--- config.mk ---
export PLATFORM = sky130hd
export DESIGN_NAME = touch_shared_gpio_ports
export DESIGN_NICKNAME = d
export VERILOG_FILES = /design/src/verilog/tsg_pkg.sv /design/src/verilog/touch_shared_gpio_ports.sv /design/src/verilog/tsg_bus_if.sv /design/src/verilog/tsg_pin_cell.sv
export VERILOG_INCLUDE_DIRS = /design/src /design/src/verilog
export SDC_FILE = /design/constraint.sdc
export NUM_CORES = 1
export LEC_CHECK = 0
export BUFFER_PORTS_ARGS = -buffer_cell sky130_fd_sc_hd__buf_2
export CORE_MARGIN = 4
export CORE_UTILIZATION = 30
export CTS_CLUSTER_DIAMETER = 100
export DETAILED_ROUTE_END_ITERATION = 6
export GPL_TIMING_DRIVEN = 0
export PLACE_DENSITY_LB_ADDON = 0.15
export SETUP_SLACK_MARGIN = 0.3
export SLEW_MARGIN = 15
export SYNTH_ARGS = -nofsm -noshare
export SYNTH_HDL_FRONTEND = slang
export SYNTH_HIERARCHICAL = 1
export SYNTH_SLANG_ARGS = --single-unit
--- constraint.sdc ---
create_clock -name clock -period 6.1 [get_ports clock]
set_input_delay 0.305 -clock clock [delete_from_list [all_inputs] [get_ports clock]]
set_output_delay 0.305 -clock clock [all_outputs]
set_load 0.02 [all_outputs]
--- src/verilog/tsg_cfg.svh ---
`ifndef TSG_CFG_SVH
`define TSG_CFG_SVH
// Register indices on the plain register port
`define TSG_ADDR_W 3
`define TSG_A_P6_DATA 3'h0
`define TSG_A_P6_DIR 3'h1
`define TSG_A_P6_PULL 3'h2
`define TSG_A_TID_A 3'h3
`define TSG_A_P7_DATA 3'h4
`define TSG_A_P7_DIR 3'h5
`define TSG_A_P7_PULL 3'h6
`define TSG_A_TID_B 3'h7
// Implemented bits
`define TSG_P6_MASK 8'hf9
`define TSG_P7_MASK 8'h0f
`define TSG_TIDA_MASK 8'h1f
`define TSG_TIDB_MASK 8'h0f
// Reset values
`define TSG_DIR_RST 8'h00
`define TSG_DATA_RST 8'h00
`define TSG_PULL_RST 8'h00
`define TSG_TID_RST 8'h00
// Field positions
`define TSG_TIMER_PIN 0
`define TSG_REF_PIN 3
`endif

--- src/verilog/tsg_pkg.sv ---
package tsg_pkg;
   typedef logic [7:0] tsg_byte_t;
endpackage
--- src/verilog/touch_shared_gpio_ports.sv ---
// Operation
// - Direction one drives latch onto pin
// - Direction zero leaves pin undriven input
// - Writes always update latch, outputs show it
// - Output pin read returns latch
// - Input read returns pin, RMW returns latch
// - Peripheral output enable replaces latch on pin
// - Peripheral output read returns pin level
// - Read returns pin regardless peripheral input use
// - Reset clears all direction bits
// - Standby hi-z forces pins off, inputs low
// - Timer pin input kept if irq enabled
// - Touch inputs kept when touch stop-enabled
// - Standby select zero keeps pin states
// - Touch-disable zero selects touch path
// - Pull bit one connects pull-up
// - Driving low disconnects pull-up
// - Port and touch-disable bit maps
`timescale 1ns/1ps
`include "tsg_cfg.svh"
module touch_shared_gpio_ports
(
   input wire logic clock,
   input wire logic rstn,
   input wire logic [2:0] regAddr,
   input wire logic [7:0] regWdata,
   input wire logic regWr,
   input wire logic regRd,
   input wire logic regRmw,
   output logic [7:0] regRdata,
   input wire logic standbyPinHizSelect,
   input wire logic standbyStopWatch,
   input wire logic touchStopEnable,
   input wire logic extIrqCh0Enable,
   input wire logic [7:0] p6PeriphOe,
   input wire logic [7:0] p6PeriphOut,
   input wire logic [7:0] p7PeriphOe,
   input wire logic [7:0] p7PeriphOut,
   input wire logic [7:0] p6PadIn,
   input wire logic [7:0] p7PadIn,
   output logic [7:0] p6PadOut,
   output logic [7:0] p6PadOe,
   output logic [7:0] p6PullOn,
   output logic [7:0] p7PadOut,
   output logic [7:0] p7PadOe,
   output logic [7:0] p7PullOn,
   output logic [7:0] p6PortIn,
   output logic [7:0] p7PortIn,
   output logic [7:0] touchIn,
   output logic touchRefIn,
   output logic timer1ClockIn
);
   typedef struct packed {
      tsg_pkg::tsg_byte_t p6Data;
      tsg_pkg::tsg_byte_t p6Dir;
      tsg_pkg::tsg_byte_t p6Pull;
      tsg_pkg::tsg_byte_t tidA;
      tsg_pkg::tsg_byte_t p7Data;
      tsg_pkg::tsg_byte_t p7Dir;
      tsg_pkg::tsg_byte_t p7Pull;
      tsg_pkg::tsg_byte_t tidB;
      tsg_pkg::tsg_byte_t rdata;
      tsg_pkg::tsg_byte_t p6Out;
      tsg_pkg::tsg_byte_t p6Oe;
      tsg_pkg::tsg_byte_t p6Pu;
      tsg_pkg::tsg_byte_t p7Out;
      tsg_pkg::tsg_byte_t p7Oe;
      tsg_pkg::tsg_byte_t p7Pu;
      tsg_pkg::tsg_byte_t p6In;
      tsg_pkg::tsg_byte_t p7In;
      tsg_pkg::tsg_byte_t touch;
      logic ref_;
      logic tmr;
   } tsg_state_s;

   tsg_state_s state_ff;
   tsg_state_s nxt_state;
   logic rstSync1_ff;
   logic rstSync2_ff;
   logic [7:0] wrSel;
   logic [7:0] rdSel;
   logic [7:0] c6Out, c6Oe, c6Pu, c6In;
   logic [7:0] c7Out, c7Oe, c7Pu, c7In;
   logic [7:0] keep6, keep7;
   logic [7:0] tid6;
   logic forceHiz;
   logic [7:0] p6OeMasked, p7OeMasked;

   always_ff @(posedge clock or negedge rstn)
   begin
      if (!rstn)
      begin
         rstSync1_ff <= 1'b0;
         rstSync2_ff <= 1'b0;
      end
      else
      begin
         rstSync1_ff <= 1'b1;
         rstSync2_ff <= rstSync1_ff;
      end
   end

   tsg_bus_if u_bus
   (
      .addr(regAddr),
      .wrSel(wrSel),
      .rdSel(rdSel),
      .wrStb(regWr),
      .rdStb(regRd)
   );

   // Touch-disable bits per port-6 pin: pins 7..3 use bits 3,2,1,0,4
   assign tid6 = {state_ff.tidA[3:0], state_ff.tidA[4], 3'h0};
   assign forceHiz = standbyPinHizSelect & standbyStopWatch;
   assign p6OeMasked = p6PeriphOe & `TSG_P6_MASK;
   assign p7OeMasked = p7PeriphOe & `TSG_P7_MASK;

   // Inputs that must keep working through standby
   always_comb
   begin
      // Only touch-path pins with touch stop enabled and, with the irq enabled, the timer pin stay open; other port inputs keep their clamp
      keep6 = touchStopEnable ? (~tid6 & 8'hf8) : 8'h00;
      keep6[`TSG_TIMER_PIN] = extIrqCh0Enable;
      keep7 = touchStopEnable ? (~state_ff.tidB & 8'h0f) : 8'h00;
   end

   genvar gi;
   generate
      for (gi = 0; gi < 8; gi = gi + 1)
      begin : g_pin
         tsg_pin_cell u_p6
         (
            .dirBit(state_ff.p6Dir[gi]),
            .latchBit(state_ff.p6Data[gi]),
            .periphOe(p6OeMasked[gi]),
            .periphOut(p6PeriphOut[gi]),
            .pullBit(state_ff.p6Pull[gi]),
            .padIn(p6PadIn[gi]),
            .forceHiz(forceHiz),
            .keepInput(keep6[gi]),
            .drvOut(c6Out[gi]),
            .drvOe(c6Oe[gi]),
            .pullOn(c6Pu[gi]),
            .inGated(c6In[gi])
         );
         tsg_pin_cell u_p7
         (
            .dirBit(state_ff.p7Dir[gi]),
            .latchBit(state_ff.p7Data[gi]),
            .periphOe(p7OeMasked[gi]),
            .periphOut(p7PeriphOut[gi]),
            .pullBit(state_ff.p7Pull[gi]),
            .padIn(p7PadIn[gi]),
            .forceHiz(forceHiz),
            .keepInput(keep7[gi]),
            .drvOut(c7Out[gi]),
            .drvOe(c7Oe[gi]),
            .pullOn(c7Pu[gi]),
            .inGated(c7In[gi])
         );
      end
   endgenerate

   always_comb
   begin
      nxt_state = state_ff;
      // Latches take every write whatever the direction
      if (wrSel[`TSG_A_P6_DATA])
         nxt_state.p6Data = regWdata & `TSG_P6_MASK;
      if (wrSel[`TSG_A_P6_DIR])
         nxt_state.p6Dir = regWdata & `TSG_P6_MASK;
      if (wrSel[`TSG_A_P6_PULL])
         nxt_state.p6Pull = regWdata & `TSG_P6_MASK;
      if (wrSel[`TSG_A_TID_A])
         nxt_state.tidA = regWdata & `TSG_TIDA_MASK;
      if (wrSel[`TSG_A_P7_DATA])
         nxt_state.p7Data = regWdata & `TSG_P7_MASK;
      if (wrSel[`TSG_A_P7_DIR])
         nxt_state.p7Dir = regWdata & `TSG_P7_MASK;
      if (wrSel[`TSG_A_P7_PULL])
         nxt_state.p7Pull = regWdata & `TSG_P7_MASK;
      if (wrSel[`TSG_A_TID_B])
         nxt_state.tidB = regWdata & `TSG_TIDB_MASK;

      // Read data stands only in the cycle after the strobe
      nxt_state.rdata = 8'h00;
      if (rdSel[`TSG_A_P6_DATA])
      begin
         // Output-only bits show the latch; peripheral-driven or input bits show the pad
         if (regRmw)
            nxt_state.rdata = state_ff.p6Data;
         else
            nxt_state.rdata = ((state_ff.p6Data & state_ff.p6Dir & ~p6PeriphOe)
               | (c6In & ~(state_ff.p6Dir & ~p6PeriphOe))) & `TSG_P6_MASK;
      end
      if (rdSel[`TSG_A_P6_DIR])
         nxt_state.rdata = state_ff.p6Dir;
      if (rdSel[`TSG_A_P6_PULL])
         nxt_state.rdata = state_ff.p6Pull;
      if (rdSel[`TSG_A_TID_A])
         nxt_state.rdata = state_ff.tidA;
      if (rdSel[`TSG_A_P7_DATA])
      begin
         if (regRmw)
            nxt_state.rdata = state_ff.p7Data;
         else
            nxt_state.rdata = ((state_ff.p7Data & state_ff.p7Dir & ~p7PeriphOe)
               | (c7In & ~(state_ff.p7Dir & ~p7PeriphOe))) & `TSG_P7_MASK;
      end
      if (rdSel[`TSG_A_P7_DIR])
         nxt_state.rdata = state_ff.p7Dir;
      if (rdSel[`TSG_A_P7_PULL])
         nxt_state.rdata = state_ff.p7Pull;
      if (rdSel[`TSG_A_TID_B])
         nxt_state.rdata = state_ff.tidB;

      nxt_state.p6Out = c6Out & `TSG_P6_MASK;
      nxt_state.p6Oe = c6Oe & `TSG_P6_MASK;
      nxt_state.p6Pu = c6Pu & `TSG_P6_MASK;
      nxt_state.p7Out = c7Out & `TSG_P7_MASK;
      nxt_state.p7Oe = c7Oe & `TSG_P7_MASK;
      nxt_state.p7Pu = c7Pu & `TSG_P7_MASK;
      // Digital input path is open only when touch-disable is set, except port-6 pin 0 which is always open
      nxt_state.p6In = c6In & (tid6 | 8'h01) & `TSG_P6_MASK;
      nxt_state.p7In = c7In & state_ff.tidB & `TSG_P7_MASK;
      nxt_state.touch = {c7In[3:0] & ~state_ff.tidB[3:0],
         c6In[7:4] & ~tid6[7:4]};
      nxt_state.ref_ = c6In[`TSG_REF_PIN] & ~tid6[`TSG_REF_PIN];
      // Timer clock sees the pad whenever its input is not blocked
      nxt_state.tmr = c6In[`TSG_TIMER_PIN];
   end

   always_ff @(posedge clock or negedge rstSync2_ff)
   begin
      if (!rstSync2_ff)
      begin
         state_ff <= '0;
         state_ff.p6Dir <= `TSG_DIR_RST;
         state_ff.p7Dir <= `TSG_DIR_RST;
      end
      else
         state_ff <= nxt_state;
   end

   assign regRdata = state_ff.rdata;
   assign p6PadOut = state_ff.p6Out;
   assign p6PadOe = state_ff.p6Oe;
   assign p6PullOn = state_ff.p6Pu;
   assign p7PadOut = state_ff.p7Out;
   assign p7PadOe = state_ff.p7Oe;
   assign p7PullOn = state_ff.p7Pu;
   assign p6PortIn = state_ff.p6In;
   assign p7PortIn = state_ff.p7In;
   assign touchIn = state_ff.touch;
   assign touchRefIn = state_ff.ref_;
   assign timer1ClockIn = state_ff.tmr;

   property p_out_drive;
      @(posedge clock) disable iff (!rstSync2_ff)
      (state_ff.p6Dir[7] && !p6PeriphOe[7] && !forceHiz)
         |=> (p6PadOe[7] && p6PadOut[7] == $past(state_ff.p6Data[7]));
   endproperty
   a_out_drive: assert property (p_out_drive) else $error("output pin not driving latch");

   property p_in_release;
      @(posedge clock) disable iff (!rstSync2_ff)
      (!state_ff.p7Dir[0] && !p7PeriphOe[0]) |=> !p7PadOe[0];
   endproperty
   a_in_release: assert property (p_in_release) else $error("input pin driven");

   property p_wr_latch;
      @(posedge clock) disable iff (!rstSync2_ff)
      (regWr && regAddr == `TSG_A_P7_DATA) |=> state_ff.p7Data == ($past(regWdata) & `TSG_P7_MASK);
   endproperty
   a_wr_latch: assert property (p_wr_latch) else $error("latch not updated");

   property p_rmw_read;
      @(posedge clock) disable iff (!rstSync2_ff)
      (regRd && regRmw && regAddr == `TSG_A_P6_DATA) |=> regRdata == $past(state_ff.p6Data);
   endproperty
   a_rmw_read: assert property (p_rmw_read) else $error("rmw read not latch");

   property p_periph_route;
      @(posedge clock) disable iff (!rstSync2_ff)
      (p6PeriphOe[0] && !forceHiz) |=> (p6PadOe[0] && p6PadOut[0] == $past(p6PeriphOut[0]));
   endproperty
   a_periph_route: assert property (p_periph_route) else $error("peripheral not routed");

   property p_hiz;
      @(posedge clock) disable iff (!rstSync2_ff)
      forceHiz |=> (p6PadOe == 8'h00 && p7PadOe == 8'h00);
   endproperty
   a_hiz: assert property (p_hiz) else $error("pin driven in standby");

   property p_touch_keep;
      @(posedge clock) disable iff (!rstSync2_ff)
      (forceHiz && touchStopEnable && !state_ff.tidB[2]) |=> touchIn[6] == $past(p7PadIn[2]);
   endproperty
   a_touch_keep: assert property (p_touch_keep) else $error("touch input blocked");

   property p_pull_low;
      @(posedge clock) disable iff (!rstSync2_ff)
      (p7PadOe[1] && !p7PadOut[1]) |-> !p7PullOn[1];
   endproperty
   a_pull_low: assert property (p_pull_low) else $error("pull-up on while driving low");

   property p_in_read;
      @(posedge clock) disable iff (!rstSync2_ff)
      (regRd && !regRmw && regAddr == `TSG_A_P7_DATA && !state_ff.p7Dir[0] && !forceHiz)
         |=> regRdata[0] == $past(p7PadIn[0]);
   endproperty
   a_in_read: assert property (p_in_read) else $error("input pin read not pad");

   property p_periph_read;
      @(posedge clock) disable iff (!rstSync2_ff)
      (regRd && !regRmw && regAddr == `TSG_A_P6_DATA && p6PeriphOe[0] && !forceHiz)
         |=> regRdata[0] == $past(p6PadIn[0]);
   endproperty
   a_periph_read: assert property (p_periph_read) else $error("peripheral pin read not pad");

   property p_hiz_block;
      @(posedge clock) disable iff (!rstSync2_ff)
      (forceHiz && !extIrqCh0Enable && !touchStopEnable)
         |=> (p6PortIn == 8'h00 && p7PortIn == 8'h00 && touchIn == 8'h00
         && !timer1ClockIn && !touchRefIn);
   endproperty
   a_hiz_block: assert property (p_hiz_block) else $error("input not clamped in standby");

   property p_timer_keep;
      @(posedge clock) disable iff (!rstSync2_ff)
      (forceHiz && extIrqCh0Enable) |=> timer1ClockIn == $past(p6PadIn[0]);
   endproperty
   a_timer_keep: assert property (p_timer_keep) else $error("timer input blocked");

   property p_level_hold;
      @(posedge clock) disable iff (!rstSync2_ff)
      (!standbyPinHizSelect && state_ff.p6Dir[3] && !p6PeriphOe[3])
         |=> (p6PadOe[3] && p6PadOut[3] == $past(state_ff.p6Data[3]));
   endproperty
   a_level_hold: assert property (p_level_hold) else $error("output level not held");

   property p_tid_route;
      @(posedge clock) disable iff (!rstSync2_ff)
      (!forceHiz && state_ff.tidB[1]) |=> (p7PortIn[1] == $past(p7PadIn[1]) && !touchIn[5]);
   endproperty
   a_tid_route: assert property (p_tid_route) else $error("touch-disable routing wrong");

   property p_pull_on;
      @(posedge clock) disable iff (!rstSync2_ff)
      (state_ff.p7Pull[3] && !state_ff.p7Dir[3] && !p7PeriphOe[3] && !forceHiz)
         |=> p7PullOn[3];
   endproperty
   a_pull_on: assert property (p_pull_on) else $error("pull-up not connected");
endmodule

--- src/verilog/tsg_bus_if.sv ---
`timescale 1ns/1ps
// Register port decode; read data ready one cycle after the strobe
module tsg_bus_if
(
   input wire logic [2:0] addr,
   input wire logic wrStb,
   input wire logic rdStb,
   output logic [7:0] wrSel,
   output logic [7:0] rdSel
);
   always_comb
   begin
      wrSel = 8'h00;
      rdSel = 8'h00;
      wrSel[addr] = wrStb;
      rdSel[addr] = rdStb;
   end
endmodule

--- src/verilog/tsg_pin_cell.sv ---
`timescale 1ns/1ps
// One pad's combinational steering: output mux, enable, pull-up and input gate
module tsg_pin_cell
(
   input wire logic dirBit,
   input wire logic latchBit,
   input wire logic periphOe,
   input wire logic periphOut,
   input wire logic pullBit,
   input wire logic padIn,
   input wire logic forceHiz,
   input wire logic keepInput,
   output logic drvOut,
   output logic drvOe,
   output logic pullOn,
   output logic inGated
);
   always_comb
   begin
      drvOut = periphOe ? periphOut : latchBit;
      drvOe = (periphOe | dirBit) & ~forceHiz;
      // A pad driving low must never fight its own pull-up
      pullOn = pullBit & ~(drvOe & ~drvOut) & ~forceHiz;
      inGated = padIn & (~forceHiz | keepInput);
   end
endmodule

* After elaboration in Yosys (flattened, before gate mapping) *
Index checks and enable logic that the tools add are counted.

cells by class
  $add $sub $neg = 0
  $mul = 0
  divide/modulo/power cells = 0
  order comparisons = 2
  equality and inequality tests = 0
  shifts and indexed selects = 0
  multiplexer cells = 24
  bitwise operators = 122
  reductions and logical operators = 1

operator list
  cell                                                                                 number
  8-bit two-way mux                                                                    10
  8-bit bitwise AND                                                                    7
  1-bit bitwise AND                                                                    54
  4-bit bitwise AND                                                                    7
  8-bit inverter                                                                       3
  1-bit inverter                                                                       22
  1-bit bitwise OR                                                                     22
  4-bit inverter                                                                       5
  1-bit two-way mux                                                                    11
  4-bit two-way mux                                                                    2
  8-bit bitwise OR                                                                     1
  3-bit by 4-bit < comparator with 1-bit output, second input constant                 1
  4-bit bitwise OR                                                                     1
  1-bit demux with 3-bit select                                                        1
  3-bit by 1-bit greater-or-equal comparator with 1-bit output, second input constant  1
  1-bit logical AND                                                                    1

word-level totals
  register bits after elaboration = 99
  bits in latches = 0
  RAM bits = 0
  bits in read-only memories = 0
  input port bits = 68
  output and inout bits = 82
  logic and storage cells = 171
  memories = 0

* Depth between registers and ports, before layout *
  depth in word-level cells = 15
  depth in mapped cells = 7
  gate-level depth less buffers = 6

* Hierarchy *
The synthesis kept the hierarchy.

modules (own cells, without submodules)
  module                   instances  cells each  area each (µm²)  sequential area each (µm²)
  touch_shared_gpio_ports  1          346         4284.1           2452.4
  tsg_pin_cell             10         8           58.8             0.0
  tsg_bus_if               1          19          235.2            0.0

* Worst setup path after synthesis *
OpenSTA, ideal clock, no wires.

  path kind = input to register
  start point = in standbyPinHizSelect
  end point = reg state_ff, in the netlist regRdata[0]
  setup time = 0.130 ns
  arrival = 1.677 ns
  required time = 5.970 ns
  path slack = 4.294 ns
  stages = 5
  buffers on the path = 0
  path through = and2_1 a21boi_0 nand4_1 nor4bb_1 a21oi_1

RTL lines
  item                  RTL line                        RTL
  start, declared       touch_shared_gpio_ports.sv:31   input wire logic standbyPinHizSelect,
  end signal, assigned  touch_shared_gpio_ports.sv:242  state_ff <= nxt_state;
  end, declared         touch_shared_gpio_ports.sv:76   tsg_state_s state_ff;

==> flow_metrics.tcl <==
set metrics [dict create \
    status "completed" \
    cts_root_buf "clkbuf_16" \
    timing_hold_violations_final 0 \
    fin_crit_ps 2020 \
    grt_start_max_net_pins 51 \
    dieWidth_um 138 \
    core-area_sq_um 16600 \
    syn-cell-area_sq_um 5110 \
    slew-limit-headroom_pct 56.2 \
    path_class "flip-flop to flip-flop" \
    rows 47 \
    vias 3534 \
    syn_area_per_cell_sq_um 11.5 \
    syn2layout_area_growth_pct 25.0 \
    grt_remaining_overflow 0 \
    rsz0062_at_grt "false" \
    worstPathArrival_ps 2280 \
    synth_cell_types 41 \
    firstDrtPassIters 4 \
    synth_seq_cells 98 \
    clkTransAtPathRegs_ps 70 \
    design.die.area_sq_um 19200 \
    p_leak_nw 3.07 \
    crit_fanout 4 \
    cp.required_ps 6360 \
    ant_nets 0 \
    ir_worst_vdd_uv 126 \
    ys_seq_area_share_pct 48.0 \
    drv_slew 0 \
    yosys_warnings 6 \
    track_usage_pct 13.0 \
    num_antenna_cells 0 \
    h-tree-depth 3 \
    numCtsBuffers 9 \
    wl_per_cell_um 15.3 \
    hpwl_um 9370 \
    setup_viol 0 \
    worst_pin_slew_ps 657 \
    end_kind "flip-flop" \
    layout_common_cells "108 x buf_2, 97 x dfrtp_1, 80 x buf_4" \
    fmaxAchievable_ghz 0.495 \
    layout.nets 656 \
    fin_skew_ps 4.28 \
    grt_pass1_wl_um 19500 \
    drt_iter0_drc 118 \
    fin_crit_sh_pct 33.1 \
    final_core_util_pct 38.4 \
    drt-total-wl_um 12400 \
    io_buffers 106 \
    tns_ps 0 \
    post_cts_resize_count 0 \
    power.density_nw_per_um2 294 \
    regArea_sq_um 2460 \
    drc 0 \
    start_kind "flip-flop" \
    tritoncts "done" \
    first_global_vias 3599 \
    final_common_cell "buf_2" \
    cts.sinks 98 \
    cts_buffer_depth 2 \
    drive_above_1_share_pct 48.9 \
    dp_cells 796 \
    gp_congestion 0.774 \
    ioPinCount 150 \
    start_util_pct 30.7 \
    multi_input_area_sq_um 2020 \
    via_per_inst 4.35 \
    finalNonFillerCells 813 \
    hold_path_class "input pin to flip-flop" \
    syn_inst 445 \
    dieHeight_um 138 \
    antenna_found_initial 2 \
    nFillCells 1681 \
    clk_latency_ps 340 \
    maxCapViolCount 0 \
]
-- kinds of logic after synthesis --
| group | Yosys count | share of synthesized area (%) |
|---|---|---|
| other | 2 | 0.147 |
| multiplexers | 48 | 10.6 |
| flip-flops | 98 | 48.0 |
| AO/OA/AOI/OAI | 59 | 7.64 |
| buffers and inverters | 105 | 14.2 |
| AND/OR/NAND/NOR | 133 | 19.4 |
-- Yosys cell counts, drive strengths merged --
master | instances | area share [%]
a211oi | 6 | 0.88
nand2 | 3 | 0.22
nand4 | 3 | 0.37
a21oi | 15 | 1.5
nand3 | 1 | 0.098
nor4bb | 1 | 0.20
o21a | 7 | 1.0
a31oi | 1 | 0.12
and4 | 2 | 0.39
o221a | 1 | 0.22
conb | 2 | 0.15
a22oi | 1 | 0.15
nor3b | 17 | 2.5
inv | 14 | 1.0
o21ai | 10 | 0.98
and4bb | 6 | 1.5
dfrtp | 98 | 48
a21boi | 10 | 1.5
nor2 | 25 | 1.8
a2bb2oi | 1 | 0.17
nor4b | 12 | 3.7
and2 | 10 | 1.2
a21o | 2 | 0.32
nand2b | 4 | 0.49
nor2b | 40 | 5.1
mux2 | 48 | 11
buf | 86 | 13
a22o | 3 | 0.51
o221ai | 1 | 0.17
or3 | 1 | 0.12
or3b | 1 | 0.17
nand4b | 1 | 0.17
clkbuf | 5 | 0.37
o31ai | 1 | 0.15
and4b | 6 | 1.3
-- sequential cells by signal, summed over array words and instances, names as in the netlist --
register and count:
p6PadOe 6, p6PadOut 6, p6PortIn 6, p6PullOn 6
p7PadOe 4, p7PadOut 4, p7PortIn 4, p7PullOn 4
regRdata 8, rstSync1_ff 1, rstSync2_ff 1, state_ff 39
touchIn 8, touchRefIn 1
-- routing by layer --
layer	up-vias	GRT usage (%)	part of all wire, %
li1	1715	-	-
met1	1702	16.2	44
met2	95	21.6	48
met3	18	3.42	5.8
met4	4	5.30	1.8
met5	-	0	0.22
-- worst max-delay path: stages (launching register included) --
cell,delay (ps)
dfrtp_1,410
nor2b_1,120
inv_1,40
a21boi_0,430
or3b_1,410
a31oi_1,280
a2bb2oi_1,240
-- area by class of cell --
class	instances	area share, %
clock buffers	12	4.17
clock inverters	4	0.764
multi-input cells	265	31.6
inverters	14	0.823
well taps	220	4.31
flip-flops and latches	98	38.5
repair buffers	109	9.33
plain buffers	91	10.6
-- worst paths after layout --
kind                               endpoint  slack [ps]      startpoint  cells past startpoint
worst max-delay path            regRdata[3]        4080   state_ff[118]                      6
worst min-delay path            p6PadOut[5]         210  p6PeriphOut[5]                      2
worst max register to register  regRdata[3]        4080   state_ff[118]                      6
worst min register to register   p7PadOe[3]         360     rstSync2_ff                      0
max in group asynchronous       p6PortIn[4]        5070     rstSync2_ff                      1
min in group asynchronous       rstSync2_ff         270            rstn                      2
-- metrics by stage --
| step | setup WS, ps | hold WS [ps] | area, sq um | power, mW |
|---|---|---|---|---|
| 2_1_floorplan | 3170 | 9.41 | 5190 | 1.16 |
| 3_3_place_gp | 1880 | 90.9 | 6000 | 1.29 |
| 3_5_place_dp | 3820 | 90.6 | 6060 | 1.30 |
| 4_1_cts | 4050 | 184 | 6380 | 1.91 |
| 5_1_grt | 3900 | 192 | 6380 | 1.98 |
| 6_report | 4080 | 206 | 6380 | 1.88 |
-- what timing repair did --
action	in CTS	in global routing
endpoints found under the hold margin	2	0
hold buffers	1	0
setup buffers	0	0
-- where the power goes --
| group | switching [mW] | leakage, nW | total, mW | internal, mW |
|---|---|---|---|---|
| clock | 0.246 | 0.159 | 0.597 | 0.351 |
| combinational | 0.205 | 1.70 | 0.438 | 0.233 |
| sequential | 0.0848 | 1.21 | 0.842 | 0.757 |
Power figures use the tool's default switching activity.
